===== src/include/ebp_pkg.sv =====
/*
  package for the external bus cycle sequencer: register map, field
  positions, reset values, phase encodings and carrier structs.
  assumes a 32-bit axi4-lite register bus and a 40 MHz system clock.
*/
package ebp_pkg;
  // number of chip selects
  localparam int NUM_CS = 4;
  localparam int ADDR_W = 24;
  localparam int DATA_W = 16;

  // register byte offsets
  localparam logic [7:0] OFS_CTRL = 8'h00;
  localparam logic [7:0] OFS_TIMING0 = 8'h04;
  localparam logic [7:0] OFS_REQ_ADDR = 8'h14;
  localparam logic [7:0] OFS_REQ_DATA = 8'h18;
  localparam logic [7:0] OFS_STATUS = 8'h1C;
  localparam logic [7:0] OFS_RD_DATA = 8'h20;

  // ctrl register fields
  localparam int CTRL_GO = 0;
  localparam int CTRL_WRITE = 1;
  localparam int CTRL_BHE = 2;
  localparam int CTRL_CS_LSB = 4;

  // phase_timing_config fields
  localparam int TC_AB_LSB = 0;
  localparam int TC_AB_EXT_LSB = 1;
  localparam int TC_CMD_LSB = 3;
  localparam int TC_WST_LSB = 5;
  localparam int TC_ACC_LSB = 6;
  localparam int TC_HOLD_LSB = 11;
  localparam int TC_MUX = 13;
  localparam int TC_RDY_EN = 14;
  localparam int TC_RDY_POL = 15;
  localparam int TC_RDY_ASYNC = 16;
  localparam logic [31:0] TC_RESET = 32'h0000_07C1;

  // status fields
  localparam int ST_BUSY = 0;
  localparam int ST_PHASE_LSB = 4;

  // axi response codes
  localparam logic [1:0] RESP_OKAY = 2'h0;
  localparam logic [1:0] RESP_SLVERR = 2'h2;

  typedef enum logic [2:0] {
    PH_IDLE, PH_ADDR, PH_CMD, PH_WST, PH_ACC, PH_RDY, PH_HOLD
  } ebp_phase_t;

  // one decoded phase_timing_config
  typedef struct packed {
    logic [0:0] ab;
    logic [1:0] ab_ext;
    logic [1:0] cmd;
    logic [0:0] wst;
    logic [4:0] acc;
    logic [1:0] hold;
    logic multiplexed_mode;
    logic rdy_en;
    logic rdy_pol;
    logic rdy_async;
  } ebp_timing_t;

  // external bus pins
  typedef struct packed {
    logic [ADDR_W-1:0] addr;
    logic [NUM_CS-1:0] cs_n;
    logic ale;
    logic bhe_n;
    logic rd_n;
    logic wr_n;
    logic [DATA_W-1:0] dout;
    logic doe;
  } ebp_pins_t;
endpackage


===== src/verilog/ebp_sync.sv =====
/*
  three-stage synchroniser with agreement filter for a pin input.
  assumes the input may change at any time relative to clk.
*/
`timescale 1ns/100ps
module ebp_sync (
  // clock and reset
  input wire logic clk,
  input wire logic sys_rst,
  // pin and filtered level
  input wire logic pin,
  output logic level
);
  logic s1_ff;
  logic s2_ff;
  logic s3_ff;
  logic level_ff;

  // shift chain; s1 feeds only s2
  always_ff @(posedge clk or posedge sys_rst) begin
    if (sys_rst) begin
      s1_ff <= 1'b0;
      s2_ff <= 1'b0;
      s3_ff <= 1'b0;
    end else begin
      s1_ff <= pin;
      s2_ff <= s1_ff;
      s3_ff <= s2_ff;
    end
  end

  // level follows once stages two and three agree
  always_ff @(posedge clk or posedge sys_rst) begin
    if (sys_rst) begin
      level_ff <= 1'b0;
    end else if (s2_ff == s3_ff) begin
      level_ff <= s3_ff;
    end
  end

  assign level = level_ff;
endmodule // ebp_sync


===== src/verilog/ebp_timer.sv =====
/*
  phase length down-counter: loads a step count, flags the last step.
  assumes the sequencer loads it on each phase entry.
*/
`timescale 1ns/100ps
module ebp_timer #(
  parameter int CNT_W = 6
) (
  // clock and reset
  input wire logic clk,
  input wire logic sys_rst,
  // load and status
  input wire logic load,
  input wire logic [CNT_W-1:0] steps,
  output logic last
);
  logic [CNT_W-1:0] cnt_ff;
  logic [CNT_W-1:0] nxt_cnt;

  if (CNT_W < 2) begin : g_bad_w
    $error("ebp_timer: CNT_W too small");
  end

  // remaining steps minus one
  assign nxt_cnt = load ? steps - CNT_W'(1) :
                   (cnt_ff != '0) ? cnt_ff - CNT_W'(1) : cnt_ff;
  assign last = (cnt_ff == '0);

  always_ff @(posedge clk or posedge sys_rst) begin
    if (sys_rst) begin
      cnt_ff <= '0;
    end else begin
      cnt_ff <= nxt_cnt;
    end
  end
endmodule // ebp_timer


===== src/verilog/ebp_seq.sv =====
/*
  external bus cycle sequencer with axi4-lite register slave.
  assumes clk at 40 MHz, one timing step per clock, ready from a pin.
*/
// Overview of operation
// - every cycle runs address, command, write/tristate, access, hold in order, skipping zero-length phases
// - phase lengths come from per-chip-select programmable timing registers
// - with ready enabled, external ready may stretch the access phase
// - address setup lasts one or two timing steps as programmed
// - a changed address window adds zero to three setup steps
// - command delay zero to three steps, write setup/tristate zero or one
// - access phase lasts one to thirty-two programmed steps before ready
// - hold phase lasts zero to three steps after strobe ends
// - read data captured on the edge ending read strobe and address
// - address change after strobe end does not disturb captured data
// - ready inactive inserts a wait step, active ends the access phase
// - ready polarity selectable; async mode adds synchroniser and wait step
`timescale 1ns/100ps
module ebp_seq #(
  parameter int NUM_CS = ebp_pkg::NUM_CS
) (
  // clock and reset
  input wire logic clk,
  input wire logic sys_rst,
  // axi4-lite write address and data
  input wire logic [7:0] s_axi_awaddr,
  input wire logic s_axi_awvalid,
  output logic s_axi_awready,
  input wire logic [31:0] s_axi_wdata,
  input wire logic [3:0] s_axi_wstrb,
  input wire logic s_axi_wvalid,
  output logic s_axi_wready,
  // axi4-lite write response
  output logic [1:0] s_axi_bresp,
  output logic s_axi_bvalid,
  input wire logic s_axi_bready,
  // axi4-lite read
  input wire logic [7:0] s_axi_araddr,
  input wire logic s_axi_arvalid,
  output logic s_axi_arready,
  output logic [31:0] s_axi_rdata,
  output logic [1:0] s_axi_rresp,
  output logic s_axi_rvalid,
  input wire logic s_axi_rready,
  // external bus
  output ebp_pkg::ebp_pins_t bus,
  input wire logic [ebp_pkg::DATA_W-1:0] bus_din,
  input wire logic ready_pin
);
  if (NUM_CS < 1 || NUM_CS > ebp_pkg::NUM_CS) begin : g_bad_cs
    $error("ebp_seq: bad NUM_CS");
  end

  // registers
  logic [31:0] tcfg_ff [NUM_CS];
  logic [3:0] ctrl_ff;
  logic [1:0] cs_sel_ff;
  logic [ebp_pkg::ADDR_W-1:0] req_addr_ff;
  logic [ebp_pkg::DATA_W-1:0] req_data_ff;
  logic [ebp_pkg::DATA_W-1:0] rd_data_ff;
  logic go_ff;
  ebp_pkg::ebp_phase_t ph_ff;
  ebp_pkg::ebp_phase_t nxt_ph;
  logic [1:0] cur_cs_ff;
  logic [1:0] last_cs_ff;
  logic last_valid_ff;
  logic wr_cyc_ff;
  ebp_pkg::ebp_timing_t t_ff;
  ebp_pkg::ebp_pins_t pins_ff;
  ebp_pkg::ebp_pins_t nxt_pins;
  logic awdone_ff;
  logic wdone_ff;
  logic [7:0] awaddr_ff;
  logic [31:0] wdata_ff;
  logic bvalid_ff;
  logic rvalid_ff;
  logic [31:0] rdata_ff;
  logic [1:0] rresp_ff;
  logic [1:0] bresp_ff;

  // decoded timing of the selected chip select
  ebp_pkg::ebp_timing_t t_sel;
  logic [31:0] tsel_raw;
  assign tsel_raw = tcfg_ff[cs_sel_ff];
  assign t_sel.ab = tsel_raw[ebp_pkg::TC_AB_LSB +: 1];
  assign t_sel.ab_ext = tsel_raw[ebp_pkg::TC_AB_EXT_LSB +: 2];
  assign t_sel.cmd = tsel_raw[ebp_pkg::TC_CMD_LSB +: 2];
  assign t_sel.wst = tsel_raw[ebp_pkg::TC_WST_LSB +: 1];
  assign t_sel.acc = tsel_raw[ebp_pkg::TC_ACC_LSB +: 5];
  assign t_sel.hold = tsel_raw[ebp_pkg::TC_HOLD_LSB +: 2];
  assign t_sel.multiplexed_mode = tsel_raw[ebp_pkg::TC_MUX];
  assign t_sel.rdy_en = tsel_raw[ebp_pkg::TC_RDY_EN];
  assign t_sel.rdy_pol = tsel_raw[ebp_pkg::TC_RDY_POL];
  assign t_sel.rdy_async = tsel_raw[ebp_pkg::TC_RDY_ASYNC];

  // ready input: async path synchronised, sync path registered once
  logic rdy_sync;
  logic rdy_reg_ff;
  logic rdy_raw;
  logic rdy_act;
  ebp_sync u_rdy_sync (
    .clk(clk),
    .sys_rst(sys_rst),
    .pin(ready_pin),
    .level(rdy_sync)
  );
  always_ff @(posedge clk or posedge sys_rst) begin
    if (sys_rst) rdy_reg_ff <= 1'b0;
    else rdy_reg_ff <= ready_pin;
  end
  assign rdy_raw = t_ff.rdy_async ? rdy_sync : rdy_reg_ff;
  assign rdy_act = rdy_raw ~^ t_ff.rdy_pol;

  // phase timer
  logic tm_load;
  logic [5:0] tm_steps;
  logic tm_last;
  ebp_timer #(.CNT_W(6)) u_timer (
    .clk(clk),
    .sys_rst(sys_rst),
    .load(tm_load),
    .steps(tm_steps),
    .last(tm_last)
  );

  // phase lengths
  logic win_change;
  logic [5:0] len_ab;
  logic [5:0] len_cmd;
  logic [5:0] len_wst;
  logic [5:0] len_acc;
  logic [5:0] len_hold;
  assign win_change = !last_valid_ff || (last_cs_ff != cs_sel_ff);
  assign len_ab = 6'(t_sel.ab) + 6'd1 + (win_change ? 6'(t_sel.ab_ext) : 6'd0);
  assign len_cmd = 6'(t_ff.cmd);
  assign len_wst = 6'(t_ff.wst);
  assign len_acc = 6'(t_ff.acc) + 6'd1;
  assign len_hold = 6'(t_ff.hold);

  // phase sequencing, fixed order; zero-length phases are skipped
  logic ph_done;
  logic start;
  logic acc_end;
  logic rdy_wait;
  assign start = (ph_ff == ebp_pkg::PH_IDLE) && go_ff;
  assign ph_done = tm_last;
  // async ready forces at least one wait step before being used
  assign rdy_wait = t_ff.rdy_en && (!rdy_act || (t_ff.rdy_async && ph_ff == ebp_pkg::PH_ACC));
  assign acc_end = ph_done && !rdy_wait;

  always_comb begin
    nxt_ph = ph_ff;
    tm_load = 1'b0;
    tm_steps = 6'd0;
    unique case (ph_ff)
      ebp_pkg::PH_IDLE: if (start) begin
        nxt_ph = ebp_pkg::PH_ADDR;
        tm_load = 1'b1;
        tm_steps = len_ab;
      end
      ebp_pkg::PH_ADDR: if (ph_done) begin
        if (len_cmd != 6'd0) begin
          nxt_ph = ebp_pkg::PH_CMD;
          tm_steps = len_cmd;
        end else if (len_wst != 6'd0) begin
          nxt_ph = ebp_pkg::PH_WST;
          tm_steps = len_wst;
        end else begin
          nxt_ph = ebp_pkg::PH_ACC;
          tm_steps = len_acc;
        end
        tm_load = 1'b1;
      end
      ebp_pkg::PH_CMD: if (ph_done) begin
        if (len_wst != 6'd0) begin
          nxt_ph = ebp_pkg::PH_WST;
          tm_steps = len_wst;
        end else begin
          nxt_ph = ebp_pkg::PH_ACC;
          tm_steps = len_acc;
        end
        tm_load = 1'b1;
      end
      ebp_pkg::PH_WST: if (ph_done) begin
        nxt_ph = ebp_pkg::PH_ACC;
        tm_load = 1'b1;
        tm_steps = len_acc;
      end
      ebp_pkg::PH_ACC, ebp_pkg::PH_RDY: if (acc_end) begin
        nxt_ph = (len_hold != 6'd0) ? ebp_pkg::PH_HOLD : ebp_pkg::PH_IDLE;
        tm_load = (len_hold != 6'd0);
        tm_steps = len_hold;
      end else if (ph_done) begin
        nxt_ph = ebp_pkg::PH_RDY;
      end
      ebp_pkg::PH_HOLD: if (ph_done) begin
        nxt_ph = ebp_pkg::PH_IDLE;
      end
      default: nxt_ph = ebp_pkg::PH_IDLE;
    endcase
  end

  // pin values per phase
  logic in_cyc;
  logic strobe_ph;
  logic data_ph;
  assign in_cyc = (nxt_ph != ebp_pkg::PH_IDLE);
  assign strobe_ph = (nxt_ph == ebp_pkg::PH_ACC) || (nxt_ph == ebp_pkg::PH_RDY);
  assign data_ph = wr_cyc_ff && ((nxt_ph == ebp_pkg::PH_WST) || strobe_ph
                   || (nxt_ph == ebp_pkg::PH_HOLD));
  always_comb begin
    nxt_pins = pins_ff;
    nxt_pins.cs_n = '1;
    if (in_cyc && !start) nxt_pins.cs_n[cur_cs_ff] = 1'b0;
    if (start) nxt_pins.cs_n[cs_sel_ff] = 1'b0;
    if (start) nxt_pins.addr = req_addr_ff;
    nxt_pins.ale = start && t_sel.multiplexed_mode;
    nxt_pins.bhe_n = !(in_cyc && (start ? ctrl_ff[ebp_pkg::CTRL_BHE] : !pins_ff.bhe_n));
    nxt_pins.rd_n = !(strobe_ph && !wr_cyc_ff);
    nxt_pins.wr_n = !(strobe_ph && wr_cyc_ff);
    // mux: address on shared lines during setup, floated in read tristate
    if (start && t_sel.multiplexed_mode) begin
      nxt_pins.dout = req_addr_ff[ebp_pkg::DATA_W-1:0];
      nxt_pins.doe = 1'b1;
    end else if (data_ph) begin
      nxt_pins.dout = req_data_ff;
      nxt_pins.doe = 1'b1;
    end else begin
      nxt_pins.doe = t_ff.multiplexed_mode && (nxt_ph == ebp_pkg::PH_ADDR || nxt_ph == ebp_pkg::PH_CMD)
                     && !start ? pins_ff.doe : 1'b0;
    end
  end
  assign bus = pins_ff;

  // capture read data on the edge that raises the read strobe
  logic rd_end;
  assign rd_end = !pins_ff.rd_n && nxt_pins.rd_n;

  // sequencer state
  always_ff @(posedge clk or posedge sys_rst) begin
    if (sys_rst) begin
      ph_ff <= ebp_pkg::PH_IDLE;
      pins_ff <= '{addr: '0, cs_n: '1, ale: 1'b0, bhe_n: 1'b1, rd_n: 1'b1,
                   wr_n: 1'b1, dout: '0, doe: 1'b0};
      cur_cs_ff <= 2'd0;
      last_cs_ff <= 2'd0;
      last_valid_ff <= 1'b0;
      wr_cyc_ff <= 1'b0;
      t_ff <= '0;
      rd_data_ff <= '0;
    end else begin
      ph_ff <= nxt_ph;
      pins_ff <= nxt_pins;
      if (start) begin
        cur_cs_ff <= cs_sel_ff;
        last_cs_ff <= cs_sel_ff;
        last_valid_ff <= 1'b1;
        wr_cyc_ff <= ctrl_ff[ebp_pkg::CTRL_WRITE];
        t_ff <= t_sel;
      end
      if (rd_end) rd_data_ff <= bus_din;
    end
  end

  // axi4-lite write channel
  logic aw_take;
  logic w_take;
  logic wr_fire;
  logic [7:0] wr_addr;
  logic [31:0] wr_data;
  logic busy;
  assign busy = (ph_ff != ebp_pkg::PH_IDLE) || go_ff;
  assign s_axi_awready = !awdone_ff && !bvalid_ff;
  assign s_axi_wready = !wdone_ff && !bvalid_ff;
  assign aw_take = s_axi_awvalid && s_axi_awready;
  assign w_take = s_axi_wvalid && s_axi_wready;
  assign wr_fire = (awdone_ff || aw_take) && (wdone_ff || w_take);
  assign wr_addr = aw_take ? s_axi_awaddr : awaddr_ff;
  assign wr_data = w_take ? s_axi_wdata : wdata_ff;
  logic wr_tcfg;
  logic [2:0] wr_idx;
  logic wr_ok;
  assign wr_idx = 3'((wr_addr - ebp_pkg::OFS_TIMING0) >> 2);
  assign wr_tcfg = (wr_addr >= ebp_pkg::OFS_TIMING0) && (wr_addr < ebp_pkg::OFS_REQ_ADDR)
                   && (wr_addr[1:0] == 2'b00) && (32'(wr_idx) < NUM_CS);
  assign wr_ok = wr_tcfg || wr_addr == ebp_pkg::OFS_CTRL || wr_addr == ebp_pkg::OFS_REQ_ADDR
                 || wr_addr == ebp_pkg::OFS_REQ_DATA;

  always_ff @(posedge clk or posedge sys_rst) begin
    if (sys_rst) begin
      awdone_ff <= 1'b0;
      wdone_ff <= 1'b0;
      awaddr_ff <= '0;
      wdata_ff <= '0;
      bvalid_ff <= 1'b0;
      bresp_ff <= ebp_pkg::RESP_OKAY;
      ctrl_ff <= '0;
      cs_sel_ff <= 2'd0;
      req_addr_ff <= '0;
      req_data_ff <= '0;
      go_ff <= 1'b0;
      for (int i = 0; i < NUM_CS; i++) tcfg_ff[i] <= ebp_pkg::TC_RESET;
    end else begin
      if (aw_take) awaddr_ff <= s_axi_awaddr;
      if (w_take) wdata_ff <= s_axi_wdata;
      awdone_ff <= (awdone_ff || aw_take) && !wr_fire;
      wdone_ff <= (wdone_ff || w_take) && !wr_fire;
      if (start) go_ff <= 1'b0;
      if (wr_fire) begin
        bvalid_ff <= 1'b1;
        bresp_ff <= wr_ok ? ebp_pkg::RESP_OKAY : ebp_pkg::RESP_SLVERR;
        if (wr_tcfg && !busy) tcfg_ff[wr_idx[1:0]] <= wr_data;
        if (wr_addr == ebp_pkg::OFS_REQ_ADDR && !busy) req_addr_ff <= wr_data[23:0];
        if (wr_addr == ebp_pkg::OFS_REQ_DATA && !busy) req_data_ff <= wr_data[15:0];
        if (wr_addr == ebp_pkg::OFS_CTRL && !busy) begin
          ctrl_ff <= wr_data[3:0];
          cs_sel_ff <= wr_data[ebp_pkg::CTRL_CS_LSB +: 2];
          go_ff <= wr_data[ebp_pkg::CTRL_GO];
        end
      end else if (s_axi_bready) begin
        bvalid_ff <= 1'b0;
      end
    end
  end
  assign s_axi_bvalid = bvalid_ff;
  assign s_axi_bresp = bresp_ff;

  // axi4-lite read channel
  logic [31:0] rd_mux;
  logic rd_hit;
  logic [2:0] rd_idx;
  assign rd_idx = 3'((s_axi_araddr - ebp_pkg::OFS_TIMING0) >> 2);
  always_comb begin
    rd_mux = 32'h0000_0000;
    rd_hit = 1'b1;
    if (s_axi_araddr == ebp_pkg::OFS_CTRL) begin
      rd_mux = {26'h0, cs_sel_ff, ctrl_ff[3:1], go_ff};
    end else if (s_axi_araddr >= ebp_pkg::OFS_TIMING0 && s_axi_araddr < ebp_pkg::OFS_REQ_ADDR
                 && s_axi_araddr[1:0] == 2'b00 && 32'(rd_idx) < NUM_CS) begin
      rd_mux = tcfg_ff[rd_idx[1:0]];
    end else if (s_axi_araddr == ebp_pkg::OFS_REQ_ADDR) begin
      rd_mux = {8'h00, req_addr_ff};
    end else if (s_axi_araddr == ebp_pkg::OFS_REQ_DATA) begin
      rd_mux = {16'h0000, req_data_ff};
    end else if (s_axi_araddr == ebp_pkg::OFS_STATUS) begin
      rd_mux = {25'h0, ph_ff, 3'h0, busy};
    end else if (s_axi_araddr == ebp_pkg::OFS_RD_DATA) begin
      rd_mux = {16'h0000, rd_data_ff};
    end else begin
      rd_hit = 1'b0;
    end
  end
  assign s_axi_arready = !rvalid_ff;
  always_ff @(posedge clk or posedge sys_rst) begin
    if (sys_rst) begin
      rvalid_ff <= 1'b0;
      rdata_ff <= '0;
      rresp_ff <= ebp_pkg::RESP_OKAY;
    end else if (s_axi_arvalid && !rvalid_ff) begin
      rvalid_ff <= 1'b1;
      rdata_ff <= rd_mux;
      rresp_ff <= rd_hit ? ebp_pkg::RESP_OKAY : ebp_pkg::RESP_SLVERR;
    end else if (s_axi_rready) begin
      rvalid_ff <= 1'b0;
    end
  end
  assign s_axi_rvalid = rvalid_ff;
  assign s_axi_rdata = rdata_ff;
  assign s_axi_rresp = rresp_ff;
endmodule // ebp_seq


===== config.mk =====
export PLATFORM = sky130hd
export DESIGN_NAME = ebp_seq
export DESIGN_NICKNAME = d
export VERILOG_FILES = /design/src/include/ebp_pkg.sv /design/src/verilog/ebp_sync.sv /design/src/verilog/ebp_timer.sv /design/src/verilog/ebp_seq.sv
export SDC_FILE = /design/constraint.sdc
export NUM_CORES = 1
export LEC_CHECK = 0
export BUFFER_PORTS_ARGS = -buffer_cell sky130_fd_sc_hd__buf_2
export CORE_MARGIN = 2
export CORE_UTILIZATION = 63
export CTS_BUF_LIST = sky130_fd_sc_hd__clkbuf_16
export DETAILED_ROUTE_END_ITERATION = 10
export PLACE_DENSITY = 0.85
export SETUP_SLACK_MARGIN = 0.02
export SYNTH_ARGS = -nofsm -noshare
export SYNTH_HDL_FRONTEND = slang
export SYNTH_SLANG_ARGS = --single-unit

===== constraint.sdc =====
create_clock -name clk -period 35.2 [get_ports clk]
set_clock_uncertainty 0.1 [all_clocks]
set_input_delay 7.04 -clock clk [delete_from_list [all_inputs] [get_ports clk]]
set_output_delay 7.04 -clock clk [all_outputs]
set_load 0.02 [all_outputs]

## Yosys cells after proc, flatten, opt, wreduce, memory -nomap -nowiden

Cells that the tools add are included.

- Input bits: 76
- Logic and storage cells: 246
- Flip-flop bits (word level): 351
- Output and inout bits: 90

- Reductions and logical operators: 83
- Bitwise gates (word level): 7
- Equal/unequal tests: 21
- Magnitude comparators: 14
- Muxes and demuxes: 70
- Add/subtract/negate cells: 7

Operators by type and width:

| kind | number |
|---|---|
| 2-to-1 mux 32 bit | 6 |
| binary-select mux 32 bit (select 2 bit) | 2 |
| bitwise mux 128 bit | 1 |
| demux 32 bit (select 2 bit) | 1 |
| 2-to-1 mux 16 bit | 4 |
| 2-to-1 mux 17 bit | 3 |
| 2-to-1 mux 6 bit | 7 |
| equality test 8 x 5 -> 1 bit (second input constant) | 5 |
| logical AND 1 bit | 34 |
| 2-to-1 mux 3 bit | 11 |
| one-hot mux 6 bit (5 select lines) | 1 |
| 2-to-1 mux 24 bit | 1 |
| 2-to-1 mux 1 bit | 22 |
| equality test 3 bit (second input constant) | 6 |
| one-hot mux 3 bit (6 select lines) | 1 |
| nonzero test 6 bit | 3 |
| greater-or-equal comparator 8 x 3 -> 1 bit (second input constant) | 2 |
| zero test 1 bit | 16 |
| zero test 8 bit | 2 |
| less-than comparator 8 x 5 -> 1 bit (second input constant) | 2 |
| equality test 3 x 2 -> 1 bit (second input constant) | 4 |
| logical OR 1 bit | 12 |
| subtractor 6 x 1 -> 6 bit (second input constant) | 2 |
| subtractor 5 x 3 -> 5 bit (second input constant) | 2 |
| other kinds (30) | 52 |

## Depth between registers and ports, before layout

- Depth in word-level cells: 16
- Mapped depth: 14
- Depth with buffers taken out: 12

## Hierarchy

Synthesis repeated with hierarchy kept, for this count alone.

- Cells, all modules: 1198
- Area, all modules: 15840.2 µm²

By module, submodules not included:

| module | area each (µm²) | sequential area each (µm²) | cells each | instances |
|---|---|---|---|---|
| ebp_seq | 15339.7 | 8521.9 | 1153 | 1 |
| ebp_timer | 385.4 | 150.1 | 39 | 1 |
| ebp_sync | 115.1 | 100.1 | 6 | 1 |

## Worst setup path before layout

Ideal clock, no wire load.

- Kind: input port to flip-flop
- Start point: input s_axi_araddr[2]
- End point: register rdata_ff[16] (netlist: s_axi_rdata[16])
- Stages: 9
- Path buffers: 4
- Path slack: 25.349 ns
- Required time: 34.979 ns
- Library setup time: 0.121 ns
- Arrival: 9.630 ns
- Cells stage by stage: clkbuf_1 > buf_1 > inv_1 > ha_1 > clkbuf_1 > clkbuf_1 > mux4_2 > a22oi_1 > nand2_1

- Longest elaborated chain between the ends: 7
- Elaborated cells on any way between the ends: 16
- Those cells by class: add/sub: 1; order compare: 3; eq/ne: 1; mux: 6; bitwise: 1; reduce/logical: 4

RTL lines:

| what | line | text |
|---|---|---|
| start, declared | ebp_seq.sv:38 | `input wire logic [7:0] s_axi_araddr,` |
| subtractor 5 x 3 -> 5 bit | ebp_seq.sv:332 | `assign rd_idx = 3'((s_axi_araddr - ebp_pkg::OFS_TIMING0) >> 2);` |
| inverter 2 -> 3 bit (not written as such) | ebp_seq.sv:340 | `rd_mux = tcfg_ff[rd_idx[1:0]];` |
| binary-select mux 32 bit (select 2 bit) | ebp_seq.sv:340 |  |
| 2-to-1 mux 32 bit (not written as such) (2 in a row) | ebp_seq.sv:340 |  |
| 2-to-1 mux 32 bit | ebp_seq.sv:338 | `end else if (s_axi_araddr >= ebp_pkg::OFS_TIMING0 && s_axi_araddr < ebp_pkg::OFS_REQ_ADDR` |
| 2-to-1 mux 32 bit * | ebp_seq.sv:336 | `if (s_axi_araddr == ebp_pkg::OFS_CTRL) begin` |
| end signal, assigned | ebp_seq.sv:361 | `rdata_ff <= rd_mux;` |
| end, declared | ebp_seq.sv:77 | `logic [31:0] rdata_ff;` |

Mark *: on every way between the ends. The rest lies on a longest branch, timed or not. The select of a mux whose other input is x is not followed.
A chain may end at the register's enable or synchronous reset.

## Final worst setup path

- Start point: input s_axi_awvalid
- End point: register req_data_ff[7] (netlist name)

- Longest elaborated chain between the ends: 5
- Elaborated cells on any way between the ends: 7
- Those cells by class: eq/ne: 1; mux: 1; reduce/logical: 5

RTL lines:

| what | line | text |
|---|---|---|
| start, declared | ebp_seq.sv:27 | `input wire logic s_axi_awvalid,` |
| logical AND 1 bit * | ebp_seq.sv:275 | `assign aw_take = s_axi_awvalid && s_axi_awready;` |
| 2-to-1 mux 8 bit | -- |  |
| equality test 8 x 5 -> 1 bit | ebp_seq.sv:314 | `if (wr_addr == ebp_pkg::OFS_REQ_DATA && !busy) req_data_ff <= wr_data[15:0];` |
| logical AND 1 bit | ebp_seq.sv:314 |  |
| AND reduction 2 bit (no line) * | -- |  |
| end signal, assigned | ebp_seq.sv:314 |  |
| end, declared | ebp_seq.sv:59 | `logic [ebp_pkg::DATA_W-1:0] req_data_ff;` |

Mark *: on every way between the ends. The rest lies on a longest branch, timed or not.

==> results.txt <==
Outcome - finished, final reports clean
Vias - 11,750
Final Max Slew Viols - 0
Yosys cell types - 69
First-pass GRT wire length - 61,580 µm
FILL cells - 1,668
Largest net degree at the start of global routing - 185
Commonest cells after routing, fill and taps aside - nand2_1, dfrtp_1, o21ai_0
WL/cell - 19.54 µm
Worst-path cell chain - buf_2, nor3b_1, buf_4, mux2i_1, nand4_1, nor3b_2, nand3_1, o21ai_0
# resized after CTS - 0
Syn Std Cell Area - 15,450 µm²
WHS - 318.1 ps
Hold Path Stages - 0
VDD IR max - 60.06 µV
Most common cell after layout, fill and taps aside - nand2_1
Pre-antenna DRT Iters - 5
Worst min path class - reg2reg
Worst-skew pair later-pin latency - 520 ps
DIE AREA - 25,800 µm²
Final Routed Wirelength - 38,030 µm
Worst Path Arrival - 10,040 ps
First DRT Iteration DRCs - 1,006
Post-Place Cells - 1,879
Worst path required time - 35,470 ps
CTS tree - yes
Setup crit end kind - flop
Hold-fix buffers, CTS - 0
Core ar. - 24,180 µm²
Static leakage - 0.008535 µW
Fin nets - 1,679
Pwr Density - 68.29 nW/µm²
Synth warnings - 0
Fin cells - 1,946
Final Wtd Congestion - 0.8891
Num CTS Buffers - 37
Initial antenna violation count - 1
Critical Path Source Type - input pin
H-tree levels - 2
Layout area overhead - 13.90%
Crit-path leading delay family - simple AND/OR/NAND/NOR gates
Worst Path Buf+Inv - 2
DRT antenna net count - 0
Num rows - 57
Min cycle time layout - 9772 ps
Ys async rst share - 100.0%
Register area share after synthesis - 56.60%
Cell count after synthesis - 1,463
Setup TNS - 0 ps
CP peak stage delay - 990 ps
Port Buffer Count - 159
Post-CTS Setup Bufs - 0
# IOs - 166
Starting density of the core - 63.92%
Hold Fails Final Rpt - 0
Final HPWL from detailed placement - 24,950 µm
GRT Util Overall - 30.22%
Max-cap violations - 0
CTS Root Cell - clkbuf_16
Critical path class - in2reg
Yosys reg bits - 348
F_max - 102.3 MHz
EDFF count, synth - 0
Least-Margin Pin Slew - 1272 ps
Clock tree sinks - 348
Period utilization - 27.76%
Slew margin rel. - 14.93%
Total power draw - 1202 µW
Vias in the first global route - 11,800
Vias per cell - 6.035
Slowest CP cell - nand3_1
Layout cells sized above 1 - 21.71%
Main synth FF type - dfrtp_1
Maximum clock path buffer count - 3
Die W - 160.6 µm
Grt total ovfl - 0
Maximum fanout along the worst path - 32
Clk slew on worst S/H paths - 60 ps
Cell depth of the worst setup path - 8
Die height - 160.6 µm
# DRC - 0
Final setup viols - 0
R2r worst-path depth - 7
Synthesized area per cell - 10.56 µm²
RSZ-0062 raised after global routing - no
[final cells by class]
type / count / area, µm² / area share, %
Sequential cell: 348 / 8747 / 49.69
Antenna cell: 1 / 2.502 / 0.01422
Tap cell: 324 / 405.4 / 2.303
Clock inverter: 28 / 158.9 / 0.9027
Inverter: 51 / 198.9 / 1.130
Multi-Input combinational cell: 978 / 6188 / 35.16
Timing Repair Buffer: 178 / 950.9 / 5.402
Clock buffer: 38 / 950.9 / 5.402
[routing by layer]
layer  part of all wire [%]  vias up  track usage, %
met4                    2.2        2           9.091
li1                       -     5295               -
met1                     41     5874           41.89
met2                     49      499           49.86
met5                  0.034        -               0
met3                    7.4       75           5.191
[flip-flops by register name, indices dropped and copies added (netlist names), 3 cells and up]
signal / flops
awaddr_ff: 8
bus: 49
ctrl_ff: 3
ph_ff: 3
rd_data_ff: 16
req_addr_ff: 24
req_data_ff: 16
s_axi_rdata: 32
t_ff: 9
tcfg_ff: 128
u_timer.cnt_ff: 6
wdata_ff: 32
[cell usage after synthesis, types with 3 or more instances]
cell      count  share of area, %
a21o_1        3              0.15
a21oi_1      64               2.1
a221oi_1     15              0.85
a22o_1        9              0.51
a22oi_1      11              0.53
a32oi_1       3              0.17
and2_1        6              0.24
and3_1        4              0.16
buf_1        11              0.27
buf_2        18              0.58
clkbuf_1     55               1.3
dfrtp_1     317                51
dfstp_2      31               5.3
ha_1          9              0.73
inv_1        50               1.2
mux2_1        9              0.66
mux2_2       25               1.8
mux2i_1      45               2.9
mux4_2       49               7.1
nand2_1     366               8.9
nand2b_1      3              0.12
nand3_1      12              0.39
nand3b_1      4              0.19
nor2_1       81               2.0
nor2b_1       7              0.28
nor3_1       19              0.62
nor3b_1       4              0.19
o211ai_1      4              0.19
o21a_1        3              0.15
o21ai_0     163               5.3
o221ai_1      3              0.17
o22ai_1       3              0.12
or3_1         3              0.12
xnor2_1       9              0.51
[cells by family after synthesis]
family	synth area share [%]
DFF	56.60
AOI/OAI and AO/OA	11.41
and+or+nand+nor	14.43
buffers and inverters	3.595
muxes	12.53
other	0.02426
xor gates and xnor gates	0.6234
adders and majority gates	0.7934
[stage by stage]
stage	worst slack, ps	cell area (µm²)	util (%)
2_1_floorplan	18460	15460	-
4_1_cts	25470	17600	72.80
3_5_place_dp	24950	16490	68.21
6_report	25430	17600	72.81
3_3_place_gp	25050	16490	68.21
5_1_grt	25130	17600	72.80
[report_power, final]
group	switching, µW	internal, µW	total (µW)
clock network	152	203	355
logic	169	112	281
registers	67.3	499	566
[path summary, 6_finish.rpt]
| check | start | end | slack, ps |
|---|---|---|---|
| min in group asynchronous | sys_rst | awaddr_ff[0]$_DFF_PP0_ | 6510 |
| worst max-delay path | s_axi_awvalid | req_data_ff[7]$_DFFE_PP0P_ | 25430 |
| worst min register to register | u_rdy_sync.s2_ff$_DFF_PP0_ | u_rdy_sync.s3_ff$_DFF_PP0_ | 320 |
| worst min-delay path | u_rdy_sync.s2_ff$_DFF_PP0_ | u_rdy_sync.s3_ff$_DFF_PP0_ | 320 |
| max in group asynchronous | sys_rst | t_ff[6]$_DFFE_PP0P_ | 27000 |
| worst max register to register | s_axi_bvalid$_DFFE_PP0P_ | req_data_ff[7]$_DFFE_PP0P_ | 31580 |
Note: power is estimated with default switching activity, not from simulation.
